<file path="src/hdl/pcmp_defs.vh">
// Constants for the position compare output block: register indexes,
// attribute field positions, reset values and output pulse timing.
// Assumes inclusion by bare name from every file that needs them.
`ifndef PCMP_DEFS_VH
`define PCMP_DEFS_VH

`define PCMP_CHANNELS      4
`define PCMP_IDX_W         14
`define PCMP_IDX_TGT7      14'h1912
`define PCMP_IDX_ATTR7     14'h1914
`define PCMP_IDX_TGT8      14'h1915
`define PCMP_IDX_ATTR8     14'h1917
`define PCMP_IDX_TGT9      14'h1918
`define PCMP_IDX_ATTR9     14'h191A
`define PCMP_IDX_TGT10     14'h191B
`define PCMP_IDX_ATTR10    14'h191D
`define PCMP_IDX_STATUS    14'h1930
`define PCMP_IDX_EVENT     14'h1931
`define PCMP_IDX_POS       14'h1932
`define PCMP_IDX_CAP0      14'h1934
`define PCMP_IDX_CAP1      14'h1935
`define PCMP_IDX_CAP2      14'h1936
`define PCMP_IDX_CAP3      14'h1937

`define PCMP_ATTR_W        16
`define PCMP_ATTR_RST      16'h0000
`define PCMP_TGT_RST       32'h00000000
`define PCMP_WORD_ZERO     32'h00000000
`define PCMP_B_RISE        0
`define PCMP_B_FALL        1
`define PCMP_B_DO1         7
`define PCMP_B_DO2         8
`define PCMP_B_FDA         12
`define PCMP_B_FDZ         13
`define PCMP_B_OCZ         14
`define PCMP_OUTS          5
`define PCMP_O_DO1         0
`define PCMP_O_DO2         1
`define PCMP_O_FDA         2
`define PCMP_O_FDZ         3
`define PCMP_O_OCZ         4
`define PCMP_STAT_ACT      8

`define PCMP_CLK_MHZ       50
`define PCMP_PULSE_NS      1000
`define PCMP_PULSE_CYC     ((`PCMP_PULSE_NS * `PCMP_CLK_MHZ + 999) / 1000)

`endif

</file>
<file path="src/hdl/pcmp_chan.v">
// One position comparator: crossing detection and output pulse stretch.
// Assumes the sample strobe marks a fresh previous/current position pair.
`timescale 1ns/1ns
`include "pcmp_defs.vh"

module pcmp_chan #(
	parameter PULSE_CYC = `PCMP_PULSE_CYC,
	parameter CNT_W     = 16
) (
	input  wire                    sys_clk,
	input  wire                    rstn,
	input  wire                    sample_en,
	input  wire [31:0]             pos_prev,
	input  wire [31:0]             pos_cur,
	input  wire [31:0]             target,
	input  wire [`PCMP_ATTR_W-1:0] attr,
	output reg                     evt_q,
	output reg                     act_q
);

localparam integer     LAST_I = PULSE_CYC - 1;
localparam [CNT_W-1:0] LAST   = LAST_I[CNT_W-1:0];

reg  [CNT_W-1:0] cnt_q;
wire             below_prev;
wire             above_cur;
wire             above_prev;
wire             below_cur;
wire             rise;
wire             fall;

////////////////////////////////////////////////////////////////////////////////
// previous against current
// The target is read live, so a new target acts on the very next sample.
assign below_prev = $signed(pos_prev) <  $signed(target);
assign above_cur  = $signed(pos_cur)  >= $signed(target);
assign above_prev = $signed(pos_prev) >  $signed(target);
assign below_cur  = $signed(pos_cur)  <= $signed(target);
assign rise = attr[`PCMP_B_RISE] & below_prev & above_cur;
assign fall = attr[`PCMP_B_FALL] & above_prev & below_cur;

////////////////////////////////////////////////////////////////////////////////
always @(posedge sys_clk or negedge rstn) begin
	if (!rstn) begin
		evt_q <= 1'b0;
		act_q <= 1'b0;
		cnt_q <= {CNT_W{1'b0}};
	end else begin
		evt_q <= sample_en & (rise | fall);
		if (sample_en & (rise | fall)) begin
			act_q <= 1'b1;
			cnt_q <= LAST;
		end else if (cnt_q != {CNT_W{1'b0}}) begin
			cnt_q <= cnt_q - 1'b1;
		end else begin
			act_q <= 1'b0;
		end
	end
end

endmodule

</file>
<file path="src/hdl/pcmp_top.v">
// Position compare output block: comparator registers on Avalon-MM,
// position sampling, four comparators and the routed output pins.
// Assumes pos_valid is a one-cycle strobe synchronous to sys_clk and
// a bus master that holds each request until waitrequest is seen low.
`timescale 1ns/1ns
`include "pcmp_defs.vh"

module pcmp_top #(
	parameter N         = `PCMP_CHANNELS,
	parameter PULSE_CYC = `PCMP_PULSE_CYC
) (
	input  wire        sys_clk,
	input  wire        rstn,
	input  wire [15:0] avs_address,
	input  wire        avs_read,
	input  wire        avs_write,
	input  wire [31:0] avs_writedata,
	input  wire [3:0]  avs_byteenable,
	output wire [31:0] avs_readdata,
	output wire        avs_waitrequest,
	input  wire        pos_valid,
	input  wire [31:0] pos_value,
	output wire        general_output_one,
	output wire        general_output_two,
	output wire        freq_div_a_out,
	output wire        freq_div_index_out,
	output wire        open_collector_index_out
);

////////////////////////////////////////////////////////////////////////////////
// Register index of each comparator's words.

function [`PCMP_IDX_W-1:0] idx_tgt;
	input integer ch;
	begin
		case (ch)
			0:       idx_tgt = `PCMP_IDX_TGT7;
			1:       idx_tgt = `PCMP_IDX_TGT8;
			2:       idx_tgt = `PCMP_IDX_TGT9;
			default: idx_tgt = `PCMP_IDX_TGT10;
		endcase
	end
endfunction

function [`PCMP_IDX_W-1:0] idx_attr;
	input integer ch;
	begin
		case (ch)
			0:       idx_attr = `PCMP_IDX_ATTR7;
			1:       idx_attr = `PCMP_IDX_ATTR8;
			2:       idx_attr = `PCMP_IDX_ATTR9;
			default: idx_attr = `PCMP_IDX_ATTR10;
		endcase
	end
endfunction

function [`PCMP_IDX_W-1:0] idx_cap;
	input integer ch;
	begin
		case (ch)
			0:       idx_cap = `PCMP_IDX_CAP0;
			1:       idx_cap = `PCMP_IDX_CAP1;
			2:       idx_cap = `PCMP_IDX_CAP2;
			default: idx_cap = `PCMP_IDX_CAP3;
		endcase
	end
endfunction

// Byte-lane merge of a write into a stored word.
function [31:0] merge_be;
	input [31:0] old;
	input [31:0] wd;
	input [3:0]  be;
	integer      b;
	begin
		merge_be = old;
		for (b = 0; b < 4; b = b + 1) begin
			if (be[b]) begin
				merge_be[b*8 +: 8] = wd[b*8 +: 8];
			end
		end
	end
endfunction

////////////////////////////////////////////////////////////////////////////////
// Avalon-MM slave handshake.

// Bus handshake states, one-hot.
localparam [1:0] BUS_IDLE   = 2'b01;
localparam [1:0] BUS_ANSWER = 2'b10;

reg  [1:0]            bus_q;
reg  [1:0]            bus_d;
wire                  stall;
reg  [31:0]           rdata_q;
reg  [31:0]           rdata_d;
wire [`PCMP_IDX_W-1:0] idx;
wire                  req;
wire                  wr_fire;
wire                  aligned;

assign idx     = avs_address[15:2];
assign aligned = (avs_address[1:0] == 2'h0);
assign req     = avs_read | avs_write;
// The idle bit of the one-hot code is the stall itself.
assign stall   = bus_q[0];
// Writes land only at the edge where the master sees waitrequest low.
assign wr_fire = avs_write & ~stall & aligned;

assign avs_waitrequest = bus_q[0];
assign avs_readdata    = rdata_q;

// Every access takes exactly one wait cycle; readdata is settled by then.
always @* begin
	bus_d = bus_q;
	case (bus_q)
		BUS_IDLE: begin
			if (req) begin
				bus_d = BUS_ANSWER;
			end
		end
		BUS_ANSWER: begin
			bus_d = BUS_IDLE;
		end
		// An illegal code falls back to idle so a glitch cannot hang the bus.
		default: begin
			bus_d = BUS_IDLE;
		end
	endcase
end

always @(posedge sys_clk or negedge rstn) begin
	if (!rstn) begin
		bus_q <= BUS_IDLE;
	end else begin
		bus_q <= bus_d;
	end
end

always @(posedge sys_clk or negedge rstn) begin
	if (!rstn) begin
		rdata_q <= `PCMP_WORD_ZERO;
	end else if (avs_read & stall) begin
		rdata_q <= rdata_d;
	end
end

////////////////////////////////////////////////////////////////////////////////
// Position sampling.

reg  [31:0] pos_cur_q;
reg  [31:0] pos_prev_q;
reg  [1:0]  seen_q;
reg         sample_q;

// A crossing needs two real samples, so the first update never fires.
always @(posedge sys_clk or negedge rstn) begin
	if (!rstn) begin
		pos_cur_q  <= `PCMP_WORD_ZERO;
		pos_prev_q <= `PCMP_WORD_ZERO;
		seen_q     <= 2'h0;
		sample_q   <= 1'b0;
	end else begin
		sample_q <= pos_valid & seen_q[0];
		if (pos_valid) begin
			pos_prev_q <= pos_cur_q;
			pos_cur_q  <= pos_value;
			seen_q     <= {seen_q[0], 1'b1};
		end
	end
end

////////////////////////////////////////////////////////////////////////////////
// Comparator registers and comparators.

wire [32*N-1:0]              tgt_flat;
wire [`PCMP_ATTR_W*N-1:0]    attr_flat;
wire [32*N-1:0]              cap_flat;
wire [N-1:0]                 evt;
wire [N-1:0]                 act;
wire [`PCMP_OUTS*N-1:0]      route_flat;

genvar g;
generate
	for (g = 0; g < N; g = g + 1) begin : g_ch
		reg  [31:0]              tgt_q;
		reg  [`PCMP_ATTR_W-1:0]  attr_q;
		reg  [31:0]              cap_q;
		wire                     tsel;
		wire                     asel;
		wire [31:0]              attr_wide;

		assign tsel      = wr_fire & (idx == idx_tgt(g));
		assign asel      = wr_fire & (idx == idx_attr(g));
		assign attr_wide = merge_be({16'h0000, attr_q}, avs_writedata, avs_byteenable);

		always @(posedge sys_clk or negedge rstn) begin
			if (!rstn) begin
				tgt_q <= `PCMP_TGT_RST;
			end else if (tsel) begin
				tgt_q <= merge_be(tgt_q, avs_writedata, avs_byteenable);
			end
		end

		always @(posedge sys_clk or negedge rstn) begin
			if (!rstn) begin
				attr_q <= `PCMP_ATTR_RST;
			end else if (asel) begin
				attr_q <= attr_wide[`PCMP_ATTR_W-1:0];
			end
		end

		// Position at the last crossing, for software to inspect.
		always @(posedge sys_clk or negedge rstn) begin
			if (!rstn) begin
				cap_q <= `PCMP_WORD_ZERO;
			end else if (evt[g]) begin
				cap_q <= pos_cur_q;
			end
		end

		assign tgt_flat[g*32 +: 32]                    = tgt_q;
		assign attr_flat[g*`PCMP_ATTR_W +: `PCMP_ATTR_W] = attr_q;
		assign cap_flat[g*32 +: 32]                    = cap_q;

		pcmp_chan #(
			.PULSE_CYC (PULSE_CYC)
		) u_chan (
			.sys_clk   (sys_clk),
			.rstn      (rstn),
			.sample_en (sample_q),
			.pos_prev  (pos_prev_q),
			.pos_cur   (pos_cur_q),
			.target    (tgt_q),
			.attr      (attr_q),
			.evt_q     (evt[g]),
			.act_q     (act[g])
		);

		assign route_flat[g*`PCMP_OUTS + `PCMP_O_DO1] = act[g] & attr_q[`PCMP_B_DO1];
		assign route_flat[g*`PCMP_OUTS + `PCMP_O_DO2] = act[g] & attr_q[`PCMP_B_DO2];
		assign route_flat[g*`PCMP_OUTS + `PCMP_O_FDA] = act[g] & attr_q[`PCMP_B_FDA];
		assign route_flat[g*`PCMP_OUTS + `PCMP_O_FDZ] = act[g] & attr_q[`PCMP_B_FDZ];
		assign route_flat[g*`PCMP_OUTS + `PCMP_O_OCZ] = act[g] & attr_q[`PCMP_B_OCZ];
	end
endgenerate

////////////////////////////////////////////////////////////////////////////////
// Output pins: OR of every comparator that routes to a pin.

reg  [`PCMP_OUTS-1:0] out_d;
reg  [`PCMP_OUTS-1:0] out_q;
integer               k;

// Routing is combinational on the attribute, so clearing a route bit
// drops the pin on the next edge even mid-pulse.
always @* begin
	out_d = {`PCMP_OUTS{1'b0}};
	for (k = 0; k < N; k = k + 1) begin
		out_d = out_d | route_flat[k*`PCMP_OUTS +: `PCMP_OUTS];
	end
end

always @(posedge sys_clk or negedge rstn) begin
	if (!rstn) begin
		out_q <= {`PCMP_OUTS{1'b0}};
	end else begin
		out_q <= out_d;
	end
end

assign general_output_one       = out_q[`PCMP_O_DO1];
assign general_output_two       = out_q[`PCMP_O_DO2];
assign freq_div_a_out           = out_q[`PCMP_O_FDA];
assign freq_div_index_out       = out_q[`PCMP_O_FDZ];
assign open_collector_index_out = out_q[`PCMP_O_OCZ];

////////////////////////////////////////////////////////////////////////////////
// Sticky crossing flags, cleared by writing one.

reg  [N-1:0] ev_q;
wire         ev_clr;

assign ev_clr = wr_fire & (idx == `PCMP_IDX_EVENT) & avs_byteenable[0];

// A crossing in the clearing cycle survives: the set is applied last.
always @(posedge sys_clk or negedge rstn) begin
	if (!rstn) begin
		ev_q <= {N{1'b0}};
	end else begin
		ev_q <= (ev_q & ~(ev_clr ? avs_writedata[N-1:0] : {N{1'b0}})) | evt;
	end
end

////////////////////////////////////////////////////////////////////////////////
// Read multiplexer; unmapped indexes read zero.

integer r;

always @* begin
	rdata_d = `PCMP_WORD_ZERO;
	if (aligned) begin
		for (r = 0; r < N; r = r + 1) begin
			if (idx == idx_tgt(r)) begin
				rdata_d = tgt_flat[r*32 +: 32];
			end
			if (idx == idx_attr(r)) begin
				rdata_d[`PCMP_ATTR_W-1:0] = attr_flat[r*`PCMP_ATTR_W +: `PCMP_ATTR_W];
			end
			if (idx == idx_cap(r)) begin
				rdata_d = cap_flat[r*32 +: 32];
			end
		end
		if (idx == `PCMP_IDX_STATUS) begin
			rdata_d[`PCMP_OUTS-1:0]   = out_q;
			rdata_d[`PCMP_STAT_ACT +: N] = act;
		end
		if (idx == `PCMP_IDX_EVENT) begin
			rdata_d[N-1:0] = ev_q;
		end
		if (idx == `PCMP_IDX_POS) begin
			rdata_d = pos_cur_q;
		end
	end
end

endmodule

</file>
<file path="config.mk">
export PLATFORM = sky130hd
export DESIGN_NAME = pcmp_top
export DESIGN_NICKNAME = d
export VERILOG_FILES = /design/src/hdl/pcmp_chan.v /design/src/hdl/pcmp_top.v
export VERILOG_INCLUDE_DIRS = /design/src /design/src/hdl
export SDC_FILE = /design/constraint.sdc
export NUM_CORES = 1
export LEC_CHECK = 0
export ABC_AREA = 0
export BUFFER_PORTS_ARGS = -buffer_cell sky130_fd_sc_hd__buf_2
export CORE_UTILIZATION = 40
export CTS_BUF_LIST = sky130_fd_sc_hd__clkbuf_2 sky130_fd_sc_hd__clkbuf_4 sky130_fd_sc_hd__clkbuf_8
export DETAILED_ROUTE_END_ITERATION = 10
export GPL_ROUTABILITY_DRIVEN = 0
export SYNTH_ARGS = -nofsm -noshare
export SYNTH_HDL_FRONTEND = slang
export SYNTH_SLANG_ARGS = --single-unit
</file>
<file path="constraint.sdc">
create_clock -name sys_clk -period 3.1 [get_ports sys_clk]
set_clock_uncertainty 0.1 [all_clocks]
set_input_delay 0.62 -clock sys_clk [delete_from_list [all_inputs] [get_ports sys_clk]]
set_output_delay 0.62 -clock sys_clk [all_outputs]
set_load 0.01 [all_outputs]
</file>
==> impl_metrics.py <==
metrics = {
    "worst_setup_path": {
        "worstPathRequired_ns": 3.58,
        "reg2reg_depth": 12,
        "cp-end-kind": "register",
        "critPathKind": "reg -> reg",
        "cp_max_fo": 5,
        "rrSetupSlack_ns": -0.07,
        "cp-start-kind": "register",
        "rr_endpoint": "g_ch[2].u_chan.cnt_q[5]",
        "worstPathArrival_ns": 3.65,
        "r2r-start": "g_ch[2].tgt_q[4]",
    },
    "clock_network": {
        "htreeDepth": 3,
        "cts_buffers": 90,
        "cts_sinks": 501,
        "clockBufferDepth": 3,
        "clk_root_buffer_cell": "clkbuf_8",
        "clk_pin_slew_ns": 0.06,
        "cts_tree": "built",
        "clkLatencyLatePin_ns": 0.72,
    },
    "floorplan": {
        "ioPinCount": 127,
        "dieHeight_um": 265,
        "rows": 96,
        "core_area_um2": 68600,
        "die-area_um2": 70400,
        "die_w_um": 265,
        "initial_core_util_pct": 40.4,
    },
    "finish": {
        "drive_above_1_share_pct": 33.3,
        "final_common_cell": "dfrtp_1",
        "area_delta_synth_final_pct": 25.3,
        "fin_nets": 3408,
        "final_cell_mix": "dfrtp_1, mux2_2, buf_4",
        "seq_area_um2": 12600,
        "fill_cells": 6090,
        "multi_input_area_um2": 15200,
    },
    "global_routing": {
        "grt_pass1_wl_um": 153000,
        "track_usage_pct": 28.8,
        "grt_antenna_before_repair": 3,
        "grt.overflow.total": 0,
        "grt_pass1_vias": 24580,
        "grt_max_degree": 112,
    },
    "timing": {
        "slew_violations": 0,
        "worst_slew_pin_slew_ns": 0.710,
        "fin_crit_sh_pct": 102,
        "setup_tns_ns": -0.0696,
        "finalHoldViolCount": 0,
        "rsz0062_at_grt": "true",
        "setup_ws_ns": -0.0696,
        "fin_crit_ns": 3.17,
        "slew_headroom_pct": 51.5,
        "fmax_mhz": 315,
        "final-setup-viol-count": 1,
    },
    "synthesis": {
        "ys_warn_count": 0,
        "synth-edff-count": 0,
        "ys_types": 80,
        "syn-cell-area_um2": 27700,
        "synthArstFlopShare_pct": 100,
        "syn-num-nets": 2988,
        "synth-seq-cells": 501,
        "synthCells": 2639,
        "yosysSeqAreaShare_pct": 45.2,
        "syn_area_per_cell_um2": 10.5,
        "ys.flop_type": "dfrtp_1",
    },
    "outcome": {
        "outcome": "finished with violations",
        "violations": "setup timing",
    },
    "pwr": {
        "ir_drop_v": 0.000315,
        "p_per_area_nw_per_um2": 516,
        "power_w": 0.0179,
        "p_leak_nw": 16.4,
    },
    "drt": {
        "initialDrtViolationCount": 2494,
        "totalWireLength_um": 102000,
        "drc_errors": 0,
        "via_per_inst": 5.95,
        "dr.pass1.iters": 7,
        "ant_nets": 0,
        "avgRoutedWirePerCell_um": 25.2,
        "num_vias": 24168,
    },
    "hold_path": {
        "min_to": "pos_cur_q[21]",
        "hold_path.class": "in -> reg",
        "hp-start": "pos_value[21]",
        "hold_depth": 2,
    },
    "placed_design": {
        "dp_hpwl_um": 75300,
        "portBuffers": 126,
    },
    "job": {
        "maxCapViolCount": 0,
    },
}
[worst max-delay path, cell delays in order (launching register included)]
cell	delay (ns)
dfrtp_1	0.40
inv_2	0.10
ha_4	0.22
a2111oi_4	0.32
a211oi_2	0.12
buf_4	0.16
o31a_1	0.35
nor3_2	0.34
o21ba_4	0.18
o32ai_4	0.08
buf_12	0.16
buf_12	0.12
or3b_1	0.36
[synthesized netlist by cell type, drive strengths merged (11+ instances only)]
library cell | instances | area [um^2]
a211oi | 26 | 195
a21o | 28 | 211
a21oi | 77 | 385
a221oi | 41 | 359
a222oi | 25 | 250
a22oi | 73 | 548
and3 | 13 | 81.3
clkbuf | 92 | 345
dfrtp | 500 | 12500
ha | 260 | 3250
inv | 147 | 552
mux2 | 273 | 3070
nand2 | 229 | 860
nand2b | 22 | 138
nand3 | 62 | 310
nand3b | 11 | 82.6
nand4 | 49 | 322
nor2 | 157 | 589
nor2b | 12 | 75.1
nor3 | 59 | 295
nor4 | 30 | 203
o211ai | 15 | 113
o21ai | 192 | 961
o22ai | 17 | 106
or3 | 16 | 100
xnor2 | 37 | 324
[stage by stage]
stage,utilization [%],cells,hold WS (ns),setup slack (ns),area [um^2]
CTS,49.2,4030,0.00886,0.00458,33700
global route,50.7,4063,0.0292,-0.120,34800
global placement,45.9,3860,0.343,-0.246,31500
finish,50.7,4063,0.0493,-0.0696,34800
floorplan,-,2639,0.224,0.0443,27700
detailed placement,45.9,3860,0.349,-0.249,31500
[report_power, final]
part,internal [W],total (W),switching (W)
registers,0.00727,0.00802,0.000746
clock network,0.00381,0.00672,0.00290
logic,0.00148,0.00320,0.00172
total,0.0126,0.0179,0.00537
[final cells by class]
| cell class | instances | area share (%) |
|---|---|---|
| multi-input cells | 1891 | 43.6 |
| repair buffers | 428 | 9.67 |
| inverters | 147 | 1.59 |
| diodes | 1 | 0.00720 |
| flip-flops and latches | 501 | 36.2 |
| clock inverters | 20 | 0.479 |
| well taps | 931 | 3.35 |
| clock buffers | 144 | 5.13 |
[per-layer routing]
metal | wire [um] | part of all wire [%] | track usage (%) | up-vias
met3 | 7670 | 7.5 | 6.12 | 307
met2 | 46200 | 45 | 44.9 | 1103
met1 | 42900 | 42 | 37.5 | 12113
met4 | 5510 | 5.4 | 15.2 | 0
li1 | - | - | - | 10645
met5 | 0 | 0 | 0 | -
[worst max path at each step]
stage	slack, ns	startpoint	depth (start not counted)	to
floorplan	0.04	pos_cur_q[27]	10	g_ch[2].u_chan.cnt_q[10]
global placement	-0.25	pos_cur_q[31]	10	g_ch[3].u_chan.cnt_q[1]
detailed placement	-0.25	g_ch[0].tgt_q[15]	10	g_ch[0].u_chan.cnt_q[4]
CTS	0.005	pos_cur_q[20]	12	g_ch[3].u_chan.cnt_q[1]
global route	-0.12	g_ch[2].tgt_q[1]	14	g_ch[2].u_chan.cnt_q[5]
finish	-0.07	g_ch[2].tgt_q[4]	12	g_ch[2].u_chan.cnt_q[5]
[registers in the layout, indices dropped and copies added (netlist names)]
signal	flops
out_q	5
g_ch.u_chan.cnt_q	64
g_ch.attr_q	64
avs_readdata	32
bus_q	2
seen_q	1
pos_prev_q	32
g_ch.u_chan.act_q	4
g_ch.cap_q	128
g_ch.tgt_q	128
pos_cur_q	32
ev_q	4
sample_q	1
g_ch.u_chan.evt_q	4
[cell families (layout without fill, tap and decap cells)]
group	Yosys count	in the layout	synth area share, %
simple gates	712	712	12.5
compound gates	591	591	14.3
flops	501	501	45.2
mux	281	281	11.4
fa+ha+maj	260	260	11.7
buf+inv	247	739	3.39
xor+xnor	47	47	1.48
other cells	0	1	0
[repair_timing]
action,in CTS,in global routing
gates cloned,1,6
endpoints found under the hold margin,19,0
resized for setup,41,133
endpoints found under the setup margin,72,72
hold buffers,1,0
pin swaps,10,46
setup buffers,4,27
(Power assumes the default switching activity.)
